[src/rtl/dcf_pkg.sv]
// Constants shared by the communication fault flag block
package dcf_pkg;
   localparam int ADDR_W = 12;
   localparam int IDX_W  = 10;
   // Register indices; byte address is four times the index
   localparam logic [9:0] IDX_HOST_TR  = 10'h299;
   localparam logic [9:0] IDX_UP_PHYS  = 10'h29a;
   localparam logic [9:0] IDX_UP_RC    = 10'h29b;
   localparam logic [9:0] IDX_UP_RSP   = 10'h29c;
   localparam logic [9:0] IDX_UP_TR    = 10'h29d;
   localparam logic [9:0] IDX_LOW_PHYS = 10'h29e;
   localparam logic [9:0] IDX_LOW_RC   = 10'h29f;
   localparam logic [9:0] IDX_LOW_RSP  = 10'h2a0;
   localparam logic [9:0] IDX_LOW_TR   = 10'h2a1;
   localparam logic [9:0] IDX_NVM      = 10'h2a2;
   localparam logic [9:0] IDX_CTRL     = 10'h2a8;
   localparam logic [9:0] IDX_STAT     = 10'h2a9;
   localparam logic [9:0] IDX_MASK     = 10'h2aa;
   // Reset values
   localparam logic [7:0] FAULT_RESET  = 8'h00;
   localparam logic [4:0] CTRL_RESET   = 5'h1c;
   localparam logic [9:0] STAT_RESET   = 10'h000;
   localparam logic [9:0] MASK_RESET   = 10'h000;
   // Link control bits
   localparam int CTRL_DIR     = 0;
   localparam int CTRL_BASE    = 1;
   localparam int CTRL_HOST_TX = 2;
   localparam int CTRL_UP_TX   = 3;
   localparam int CTRL_LOW_TX  = 4;
   // Physical layer fault fields
   localparam int PHYS_BIT   = 0;
   localparam int PHYS_PRE1  = 1;
   localparam int PHYS_PRE2  = 2;
   localparam int PHYS_ORDER = 3;
   localparam int PHYS_MISS  = 4;
   localparam int PHYS_BYTE  = 5;
   // Receive fault fields, shared by command and response registers; RX_INIT is in the command register only
   localparam int RX_CRC   = 0;
   localparam int RX_STRAY = 1;
   localparam int RX_BYTE  = 2;
   localparam int RX_SOF   = 3;
   localparam int RX_DROP  = 4;
   localparam int RX_INIT  = 5;
   // Transmit fault fields
   localparam int TR_WAIT = 0;
   localparam int TR_SOF  = 1;
   // Memory load fault fields
   localparam int NVM_GBL  = 0;
   localparam int NVM_FACT = 1;
   localparam int NVM_CUST = 2;
   // Interrupt status bits, one per fault register
   localparam int NUM_STAT  = 10;
   localparam int ST_HOST   = 0;
   localparam int ST_LINK0  = 1;
   localparam int ST_NVM    = 9;
   localparam int ST_PER_LK = 4;
endpackage

[src/rtl/dcf_link_port.sv]
// Fault flags of one daisy-chain link port
`timescale 1ns/1ps
module dcf_link_port #(
   parameter bit UPPER = 1'b1
) (
   input  wire logic       clk,
   input  wire logic       srst,
   input  wire logic       dir_sel,
   input  wire logic       cmd_tx_dis,
   input  wire logic       rsp_tx_dis,
   input  wire logic       frame_start,
   input  wire logic       frame_is_resp,
   input  wire logic       frame_is_read,
   input  wire logic       frame_end,
   input  wire logic       crc_err,
   input  wire logic       byte_err,
   input  wire logic       init_err,
   input  wire logic [3:0] phys_err,
   input  wire logic       bit_window,
   input  wire logic       line_hi,
   input  wire logic       line_lo,
   input  wire logic       fwd_read,
   input  wire logic       new_cmd_any,
   input  wire logic [3:0] clr,
   output logic      [7:0] phys_reg,
   output logic      [7:0] rc_reg,
   output logic      [7:0] rsp_reg,
   output logic      [7:0] tr_reg,
   output logic      [3:0] evt,
   output logic            process_en
);
   typedef struct packed {
      logic [5:0] phys;
      logic [5:0] rc;
      logic [4:0] rsp;
      logic       wt;
      logic       in_frame;
      logic       cur_resp;
      logic       cur_read;
      logic       hunt;
      logic       seen_hi;
      logic       seen_lo;
      logic       win_d;
      logic       pend;
      logic [3:0] evt;
   } dcf_link_type;

   dcf_link_type s_r;
   dcf_link_type s_nxt;

   always_comb begin
      logic [5:0] ps;
      logic [5:0] rcs;
      logic [4:0] rsps;
      logic       ws;
      logic       stray;
      ps    = '0;
      rcs   = '0;
      rsps  = '0;
      ws    = 1'b0;
      stray = 1'b0;
      s_nxt = s_r;
      ps[3:0] = phys_err;
      if (byte_err) begin
         ps[dcf_pkg::PHYS_BYTE] = 1'b1;
      end
      // Missing bit: window closed with neither level seen
      s_nxt.win_d = bit_window;
      if (bit_window && !s_r.win_d) begin
         s_nxt.seen_hi = line_hi;
         s_nxt.seen_lo = line_lo;
      end else if (bit_window) begin
         s_nxt.seen_hi = s_r.seen_hi | line_hi;
         s_nxt.seen_lo = s_r.seen_lo | line_lo;
      end
      if (s_r.win_d && !bit_window && !s_r.seen_hi && !s_r.seen_lo) begin
         ps[dcf_pkg::PHYS_MISS] = 1'b1;
      end
      if (init_err) begin
         rcs[dcf_pkg::RX_INIT] = 1'b1;
         s_nxt.hunt     = 1'b1;
         s_nxt.in_frame = 1'b0;
      end else if (s_r.hunt) begin
         // Bytes pass through unprocessed until a frame start arrives
         if (frame_start) begin
            s_nxt.hunt     = 1'b0;
            s_nxt.in_frame = 1'b1;
            s_nxt.cur_resp = frame_is_resp;
            s_nxt.cur_read = frame_is_read;
         end
      end else begin
         if (frame_start && s_r.in_frame) begin
            if (s_r.cur_resp) begin
               rsps[dcf_pkg::RX_SOF] = 1'b1;
            end else begin
               rcs[dcf_pkg::RX_SOF] = 1'b1;
            end
         end
         if (frame_start) begin
            s_nxt.in_frame = 1'b1;
            s_nxt.cur_resp = frame_is_resp;
            s_nxt.cur_read = frame_is_read;
         end
         if (byte_err) begin
            if (s_r.cur_resp) begin
               rsps[dcf_pkg::RX_BYTE] = 1'b1;
            end else begin
               rcs[dcf_pkg::RX_BYTE] = 1'b1;
            end
         end
         if (crc_err && s_r.in_frame) begin
            if (s_r.cur_resp) begin
               rsps[dcf_pkg::RX_CRC] = 1'b1;
            end else begin
               rcs[dcf_pkg::RX_CRC] = 1'b1;
            end
         end
         if (frame_end && s_r.in_frame && !crc_err) begin
            s_nxt.in_frame = frame_start;
            stray = (s_r.cur_resp == (dir_sel ~^ UPPER));
            if (s_r.cur_resp) begin
               rsps[dcf_pkg::RX_STRAY] = stray;
               rsps[dcf_pkg::RX_DROP]  = !stray & rsp_tx_dis;
            end else begin
               rcs[dcf_pkg::RX_STRAY] = stray;
               rcs[dcf_pkg::RX_DROP]  = !stray & s_r.cur_read & cmd_tx_dis;
            end
         end
      end
      // Wait for a forwarded read answer
      if (fwd_read) begin
         s_nxt.pend = 1'b1;
      end else if (s_r.pend && new_cmd_any) begin
         ws         = 1'b1;
         s_nxt.pend = 1'b0;
      end else if (frame_end && s_r.cur_resp && s_r.in_frame) begin
         s_nxt.pend = 1'b0;
      end
      s_nxt.phys = (s_r.phys & ~{6{clr[0]}}) | ps;
      s_nxt.rc   = (s_r.rc & ~{6{clr[1]}}) | rcs;
      s_nxt.rsp  = (s_r.rsp & ~{5{clr[2]}}) | rsps;
      s_nxt.wt   = (s_r.wt & ~clr[3]) | ws;
      s_nxt.evt  = {ws, |rsps, |rcs, |ps};
   end

   always_ff @(posedge clk) begin
      if (srst) begin
         s_r <= '0;
      end else begin
         s_r <= s_nxt;
      end
   end

   assign phys_reg   = {2'h0, s_r.phys};
   assign rc_reg     = {2'h0, s_r.rc};
   assign rsp_reg    = {3'h0, s_r.rsp};
   assign tr_reg     = {7'h00, s_r.wt};
   assign evt        = s_r.evt;
   assign process_en = !s_r.hunt;
endmodule

[src/rtl/dcf_sync.sv]
// Two flip-flop synchroniser for pin levels
`timescale 1ns/1ps
module dcf_sync #(
   parameter int WIDTH = 4
) (
   input  wire logic             clk,
   input  wire logic             srst,
   input  wire logic [WIDTH-1:0] d,
   output logic      [WIDTH-1:0] q
);
   typedef struct packed {
      logic [WIDTH-1:0] s1;
      logic [WIDTH-1:0] s2;
   } dcf_sync_type;

   dcf_sync_type s_r;
   dcf_sync_type s_nxt;

   always_comb begin
      s_nxt    = s_r;
      s_nxt.s1 = d;
      s_nxt.s2 = s_r.s1;
   end

   always_ff @(posedge clk) begin
      if (srst) begin
         s_r <= '0;
      end else begin
         s_r <= s_nxt;
      end
   end

   assign q = s_r.s2;
endmodule

[src/rtl/dcf_top.sv]
// APB register bank of communication fault flags with interrupt
`timescale 1ns/1ps
module dcf_top (
   input  wire logic        clk,
   input  wire logic        srst,
   input  wire logic        psel,
   input  wire logic        penable,
   input  wire logic        pwrite,
   input  wire logic [11:0] paddr,
   input  wire logic [31:0] pwdata,
   output logic      [31:0] prdata,
   output logic             pready,
   output logic             pslverr,
   input  wire logic        host_tx_busy,
   input  wire logic        host_break,
   input  wire logic        host_new_cmd,
   input  wire logic        host_fwd_read,
   input  wire logic        host_resp_done,
   input  wire logic [1:0]  link_frame_start,
   input  wire logic [1:0]  link_frame_is_resp,
   input  wire logic [1:0]  link_frame_is_read,
   input  wire logic [1:0]  link_frame_end,
   input  wire logic [1:0]  link_crc_err,
   input  wire logic [1:0]  link_byte_err,
   input  wire logic [1:0]  link_init_err,
   input  wire logic [3:0]  up_phys_err,
   input  wire logic [3:0]  low_phys_err,
   input  wire logic [1:0]  link_bit_window,
   input  wire logic [1:0]  link_line_hi,
   input  wire logic [1:0]  link_line_lo,
   input  wire logic [1:0]  link_fwd_read,
   input  wire logic [2:0]  nvm_load_err,
   output logic             irq,
   output logic [1:0]       link_process_en
);
   ////////////////////////////////////////////////////////////////////
   typedef struct packed {
      logic [1:0]  host_tr;
      logic        host_pend;
      logic [2:0]  nvm;
      logic [4:0]  ctrl;
      logic [9:0]  stat;
      logic [9:0]  mask;
      logic [31:0] prdata;
      logic        pready;
      logic        pslverr;
      logic        irq;
   } dcf_top_type;

   dcf_top_type s_r;
   dcf_top_type s_nxt;

   logic [9:0] idx;
   logic       wr_take;
   logic [9:0] stat_clr;
   logic [3:0] line_q;
   logic       dir;
   logic       base;
   logic       new_cmd_any;
   logic [1:0] cmd_tx_dis;
   logic [1:0] rsp_tx_dis;
   logic [3:0] phys_err [2];
   logic [7:0] phys_reg [2];
   logic [7:0] rc_reg   [2];
   logic [7:0] rsp_reg  [2];
   logic [7:0] tr_reg   [2];
   logic [3:0] lk_evt   [2];

   assign idx     = paddr[11:2];
   assign wr_take = psel & penable & s_r.pready & pwrite & !s_r.pslverr;
   assign stat_clr = (wr_take && idx == dcf_pkg::IDX_STAT) ? pwdata[9:0] : 10'h000;
   assign dir     = s_r.ctrl[dcf_pkg::CTRL_DIR];
   assign base    = s_r.ctrl[dcf_pkg::CTRL_BASE];
   assign phys_err[0] = up_phys_err;
   assign phys_err[1] = low_phys_err;

   ////////////////////////////////////////////////////////////////////
   // Line level pins come from the link receivers
   dcf_sync #(
      .WIDTH (4)
   ) u_sync (
      .clk  (clk),
      .srst (srst),
      .d    ({link_line_lo, link_line_hi}),
      .q    (line_q)
   );

   ////////////////////////////////////////////////////////////////////
   // Onward transmitter state seen by each port
   assign new_cmd_any = host_break | host_new_cmd |
                        |(link_frame_start & ~link_frame_is_resp);
   assign cmd_tx_dis[0] = dir & !s_r.ctrl[dcf_pkg::CTRL_UP_TX];
   assign cmd_tx_dis[1] = !dir & !s_r.ctrl[dcf_pkg::CTRL_LOW_TX];
   assign rsp_tx_dis[0] = !dir & (base ? !s_r.ctrl[dcf_pkg::CTRL_HOST_TX]
                                       : !s_r.ctrl[dcf_pkg::CTRL_LOW_TX]);
   assign rsp_tx_dis[1] = dir & (base ? !s_r.ctrl[dcf_pkg::CTRL_HOST_TX]
                                      : !s_r.ctrl[dcf_pkg::CTRL_UP_TX]);

   ////////////////////////////////////////////////////////////////////
   // Port 0 is the upper link port, port 1 the lower
   generate
      for (genvar p = 0; p < 2; p++) begin : g_link
         dcf_link_port #(
            .UPPER (p == 0)
         ) u_port (
            .clk           (clk),
            .srst          (srst),
            .dir_sel       (dir),
            .cmd_tx_dis    (cmd_tx_dis[p]),
            .rsp_tx_dis    (rsp_tx_dis[p]),
            .frame_start   (link_frame_start[p]),
            .frame_is_resp (link_frame_is_resp[p]),
            .frame_is_read (link_frame_is_read[p]),
            .frame_end     (link_frame_end[p]),
            .crc_err       (link_crc_err[p]),
            .byte_err      (link_byte_err[p]),
            .init_err      (link_init_err[p]),
            .phys_err      (phys_err[p]),
            .bit_window    (link_bit_window[p]),
            .line_hi       (line_q[p]),
            .line_lo       (line_q[p+2]),
            .fwd_read      (link_fwd_read[p]),
            .new_cmd_any   (new_cmd_any),
            .clr           (stat_clr[dcf_pkg::ST_LINK0 + p*dcf_pkg::ST_PER_LK +: 4]),
            .phys_reg      (phys_reg[p]),
            .rc_reg        (rc_reg[p]),
            .rsp_reg       (rsp_reg[p]),
            .tr_reg        (tr_reg[p]),
            .evt           (lk_evt[p]),
            .process_en    (link_process_en[p])
         );
      end
   endgenerate

   ////////////////////////////////////////////////////////////////////
   always_comb begin
      logic [1:0] hs;
      logic [9:0] st_set;
      logic [7:0] rd;
      logic       hit;
      hs     = '0;
      st_set = '0;
      rd     = '0;
      hit    = 1'b1;
      s_nxt  = s_r;

      // Host serial transmit faults
      if (host_tx_busy && host_break) begin
         hs[dcf_pkg::TR_SOF] = 1'b1;
      end
      if (host_fwd_read) begin
         s_nxt.host_pend = 1'b1;
      end else if (s_r.host_pend && (host_break || host_new_cmd)) begin
         hs[dcf_pkg::TR_WAIT] = 1'b1;
         s_nxt.host_pend      = 1'b0;
      end else if (host_resp_done) begin
         s_nxt.host_pend = 1'b0;
      end
      s_nxt.host_tr = (s_r.host_tr & ~{2{stat_clr[dcf_pkg::ST_HOST]}}) | hs;
      s_nxt.nvm     = (s_r.nvm & ~{3{stat_clr[dcf_pkg::ST_NVM]}}) | nvm_load_err;

      // Sticky status, set wins over write-one-to-clear
      st_set[dcf_pkg::ST_HOST]  = |hs;
      st_set[dcf_pkg::ST_NVM]   = |nvm_load_err;
      st_set[4:1]               = lk_evt[0];
      st_set[8:5]               = lk_evt[1];
      s_nxt.stat = (s_r.stat & ~stat_clr) | st_set;

      if (wr_take && idx == dcf_pkg::IDX_CTRL) begin
         s_nxt.ctrl = pwdata[4:0];
      end
      if (wr_take && idx == dcf_pkg::IDX_MASK) begin
         s_nxt.mask = pwdata[9:0];
      end

      // Read decode in setup, answered in the first access cycle
      case (idx)
         dcf_pkg::IDX_HOST_TR: begin
            rd = {6'h00, s_r.host_tr};
         end
         dcf_pkg::IDX_UP_PHYS: begin
            rd = phys_reg[0];
         end
         dcf_pkg::IDX_UP_RC: begin
            rd = rc_reg[0];
         end
         dcf_pkg::IDX_UP_RSP: begin
            rd = rsp_reg[0];
         end
         dcf_pkg::IDX_UP_TR: begin
            rd = tr_reg[0];
         end
         dcf_pkg::IDX_LOW_PHYS: begin
            rd = phys_reg[1];
         end
         dcf_pkg::IDX_LOW_RC: begin
            rd = rc_reg[1];
         end
         dcf_pkg::IDX_LOW_RSP: begin
            rd = rsp_reg[1];
         end
         dcf_pkg::IDX_LOW_TR: begin
            rd = tr_reg[1];
         end
         dcf_pkg::IDX_NVM: begin
            rd = {5'h00, s_r.nvm};
         end
         default: begin
            hit = 1'b0;
         end
      endcase

      s_nxt.pready  = psel & !penable;
      s_nxt.pslverr = 1'b0;
      if (psel && !penable) begin
         s_nxt.prdata = {24'h000000, rd};
         if (idx == dcf_pkg::IDX_CTRL) begin
            s_nxt.prdata = {27'h0000000, s_r.ctrl};
         end else if (idx == dcf_pkg::IDX_STAT) begin
            s_nxt.prdata = {22'h000000, s_r.stat};
         end else if (idx == dcf_pkg::IDX_MASK) begin
            s_nxt.prdata = {22'h000000, s_r.mask};
         end else begin
            s_nxt.pslverr = !hit;
         end
      end

      s_nxt.irq = |(s_nxt.stat & s_nxt.mask);
   end

   always_ff @(posedge clk) begin
      if (srst) begin
         s_r         <= '0;
         s_r.ctrl    <= dcf_pkg::CTRL_RESET;
         s_r.stat    <= dcf_pkg::STAT_RESET;
         s_r.mask    <= dcf_pkg::MASK_RESET;
      end else begin
         s_r <= s_nxt;
      end
   end

   assign prdata  = s_r.prdata;
   assign pready  = s_r.pready;
   assign pslverr = s_r.pslverr;
   assign irq     = s_r.irq;
endmodule
[config.mk]
export PLATFORM = sky130hd
export DESIGN_NAME = dcf_top
export DESIGN_NICKNAME = d
export VERILOG_FILES = /design/src/rtl/dcf_pkg.sv /design/src/rtl/dcf_link_port.sv /design/src/rtl/dcf_sync.sv /design/src/rtl/dcf_top.sv
export SDC_FILE = /design/constraint.sdc
export NUM_CORES = 1
export LEC_CHECK = 0
export ABC_AREA = 1
export BUFFER_PORTS_ARGS = -buffer_cell sky130_fd_sc_hd__buf_2
export CAP_MARGIN = 25
export CORE_MARGIN = 3
export CORE_UTILIZATION = 24
export DETAILED_ROUTE_END_ITERATION = 10
export HOLD_SLACK_MARGIN = 0.15
export PLACE_DENSITY = 0.52
export SETUP_SLACK_MARGIN = 0.15
export SLEW_MARGIN = 20
export SYNTH_ARGS = -nofsm -noshare
export SYNTH_HDL_FRONTEND = slang
export SYNTH_SLANG_ARGS = --single-unit
[constraint.sdc]
create_clock -name clk -period 2.01 [get_ports clk]
set_input_delay 0.1005 -clock clk [delete_from_list [all_inputs] [get_ports clk]]
set_output_delay 0.1005 -clock clk [all_outputs]
set_load 0.02 [all_outputs]
==> impl_metrics.yaml <==
status:
  outcome: "finished clean"
timing:
  finalMaxSlewViolations: 0
  max_freq_ghz: 0.582
  setup_viol: 0
  fin_ws_ns: 0.293
  rsz0062_at_grt: "true"
  min_period_ns: 1.72
  fin_skew_ns: 0.00908
  worst_pin_slew_ns: 0.633
  setup_tns_ns: 0
  relSlewSlack_pct: 57.8
  min_period_over_period_pct: 85.4
  whs_ns: 0.167
  hold_viol: 0
synthesis:
  async_flop_share_pct: 0
  synth_top_area_share_pct: 41.7
  syn_area_sq_um: 5380
  yosys_warnings: 0
  synth_cell_type_count: 35
  synth_top_area_cell: "dfxtp_1"
  ys.flop_type: "dfxtp_1"
  yosysSeqAreaShare_pct: 41.7
  ys_ff_latch: 112
  syn_avg_cell_area_sq_um: 7.15
  synthTopCellsByArea: "dfxtp_1, nand2_1, a21oi_1"
  synth_edf_count: 0
  synthCells: 753
routing:
  avgRoutedWirePerCell_microns: 14.2
  drt_iter0_markers: 328
  first_pass_iters: 4
  vias_per_cell: 4.38
  drt_wl_total_microns: 16400
  drc: 0
  postRouteAntennaNets: 0
  vias: 5082
global_routing:
  grt_pass1_wl_microns: 26100
  antenna_found_initial: 0
  grt_remaining_overflow: 0
  first_global_vias: 4778
  grt_max_degree: 63
  grt.total_usage_pct: 13.9
power_and_ir_drop:
  power_density_nw_per_um2: 710
  p_leak_nw: 3.12
  ir_worst_vdd_v: 0.000383
cts:
  cts_root_buffer: "clkbuf_16"
  cts_buffer_depth: 2
  cts_tree: "yes"
  clock-sinks: 112
  htreeDepth: 3
  clk_pin_slew_worst_paths_ns: 0.08
  clock_latency_ns: 0.36
  numCtsBuffers: 9
finish:
  largest_reg_flops: 29
  synthToLayoutAreaGrowth_pct: 27.1
  nets: 965
  top_register: "s_r"
  reg_top3: "s_r (29), g_link.u_port.s_r (16)"
  antennaDiodeCount: 0
  drive_above_1_share_pct: 17.2
placed_design:
  finalWeightedCongestion: 0.886
  dp_slack_ns: 0.141
  place_hpwl_microns: 12700
  port_buffers: 77
floorplan:
  design.die.area_sq_um: 24300
  initial_utilization_pct: 24.5
  fp.dieW_microns: 156
  io-pin-count: 124
  core_sq_um: 22000
  die_h_microns: 156
  row_count: 54
critical_path:
  worstPathMaxFanout: 6
  critPathSlowestCell: "dfxtp_1"
  crit_chain: "nand3_2 > nor2_4 > inv_4 > nor2_8 > nand2_4 > nand2_1 > nand2_1 > nand2_1 > nand2_1 > nor2_1 > nand3_1 > nand2_1 > inv_1"
  slowest_delay_ns: 0.35
  cp-start-kind: "register"
  worst_setup_path_end_kind: "register"
  cp_data_required_time_ns: 2.27
  arrival_ns: 1.97
  worstSetupPathType: "register to register"
  cpMostUsedCell: "nand2_1"
flow_run:
  maxCapViolCount: 0
worst_hold_path:
  hold_class: "primary input to register"
[final timing paths]
check,from,endpoint,slack (ns),depth (start not counted)
setup reg to reg,pready,irq,0.29,13
hold reg to reg,u_sync.s_nxt[1],u_sync.q[1],0.40,2
setup / recovery,pready,irq,0.29,13
hold / removal,link_frame_end[1],g_link[1].u_port.rsp_reg[1],0.17,5
[routing by layer]
layer	wire, microns	part of all wire, %	up-vias	track usage, %
li1	-	-	2626	-
met1	8270	50	2314	20.1
met2	7210	44	128	21.2
met3	770	4.7	14	2.50
met4	196	1.2	0	3.78
met5	0	0	-	0
[through the flow]
step	util, %	power [mW]	cells	instance area [sq um]
floorplan	-	2.67	774	5460
global placement	27.2	2.81	1094	5980
detailed placement	27.2	2.82	1094	5980
CTS	31.0	4.92	1158	6800
global route	31.2	5.09	1159	6840
finish	31.2	4.86	1159	6840
[layout make-up]
cell class | count | area, sq um
flip-flops and latches | 112 | 2240
repair buffers | 141 | 1000
clock buffers | 11 | 253
clock inverters | 5 | 86.3
fillers | 2373 | 15100
well taps | 280 | 350
inverters | 104 | 393
multi-input cells | 506 | 2520
[cells in the mapped netlist (2+ instances only)]
cell       count
nand3_4        3
nand2_2       14
nand4_1       22
o31ai_1        6
a21oi_1       78
nor3_1        17
o2111ai_1      2
nor2_1        85
or2_2          2
nor2_2         3
o21ai_2        5
buf_2          4
nor2_8         3
a221oi_1       2
nand3_1       47
inv_1         98
dfxtp_1      112
nor4_1         6
a22o_1         4
inv_2          5
buf_4         35
o21ai_1        2
a31oi_1        5
nand2_1      154
o211ai_1       3
clkbuf_1      12
o21ai_0       10
nor2_4         4
ha_1           4
[cell usage in the layout, fill, tap and decap left out, drive strengths merged, types with 4 or more instances in the layout]
master / Yosys / layout
nor2: 95 / 95
nor4: 6 / 6
nand4: 22 / 22
dfxtp: 112 / 112
o21ai: 17 / 17
clkbuf: 12 / 11
nand2: 169 / 169
nor3: 17 / 17
buf: 40 / 93
nand3: 50 / 50
dlygate4sd3: 0 / 48
a21oi: 78 / 78
ha: 4 / 4
conb: 1 / 22
a31oi: 5 / 5
inv: 103 / 104
a22o: 4 / 4
o31ai: 6 / 6
[cell families after synthesis]
group / after synthesis / synth area share, %
AND/OR/NAND/NOR: 363 / 31.5
other: 1 / 0.0697
AO/OA/AOI/OAI: 117 / 12.3
buffers and inverters: 156 / 13.6
flip-flops: 112 / 41.7
adder cells (fa/ha/maj): 4 / 0.930
[report_power, final]
| group | leakage, nW | total, mW | internal, mW | switching, mW |
|---|---|---|---|---|
| sequential | 0.918 | 2.35 | 2.30 | 0.0513 |
| combinational | 2.03 | 0.489 | 0.193 | 0.295 |
| clock | 0.166 | 2.02 | 1.17 | 0.853 |
[critical path: cells and delay by family, from the launching register on]
kind	cells	cell delay [ns]
buffers and inverters	2	0.12
DFF	1	0.35
and+or+nand+nor	11	1.14
[repair_timing]
action,CTS,global route
resized for setup,0,7
hold endpoints to repair,77,0
endpoints found under the setup margin,0,2
setup buffers,0,1
hold buffers,48,0
No activity file was read; power rests on OpenSTA's default activity.
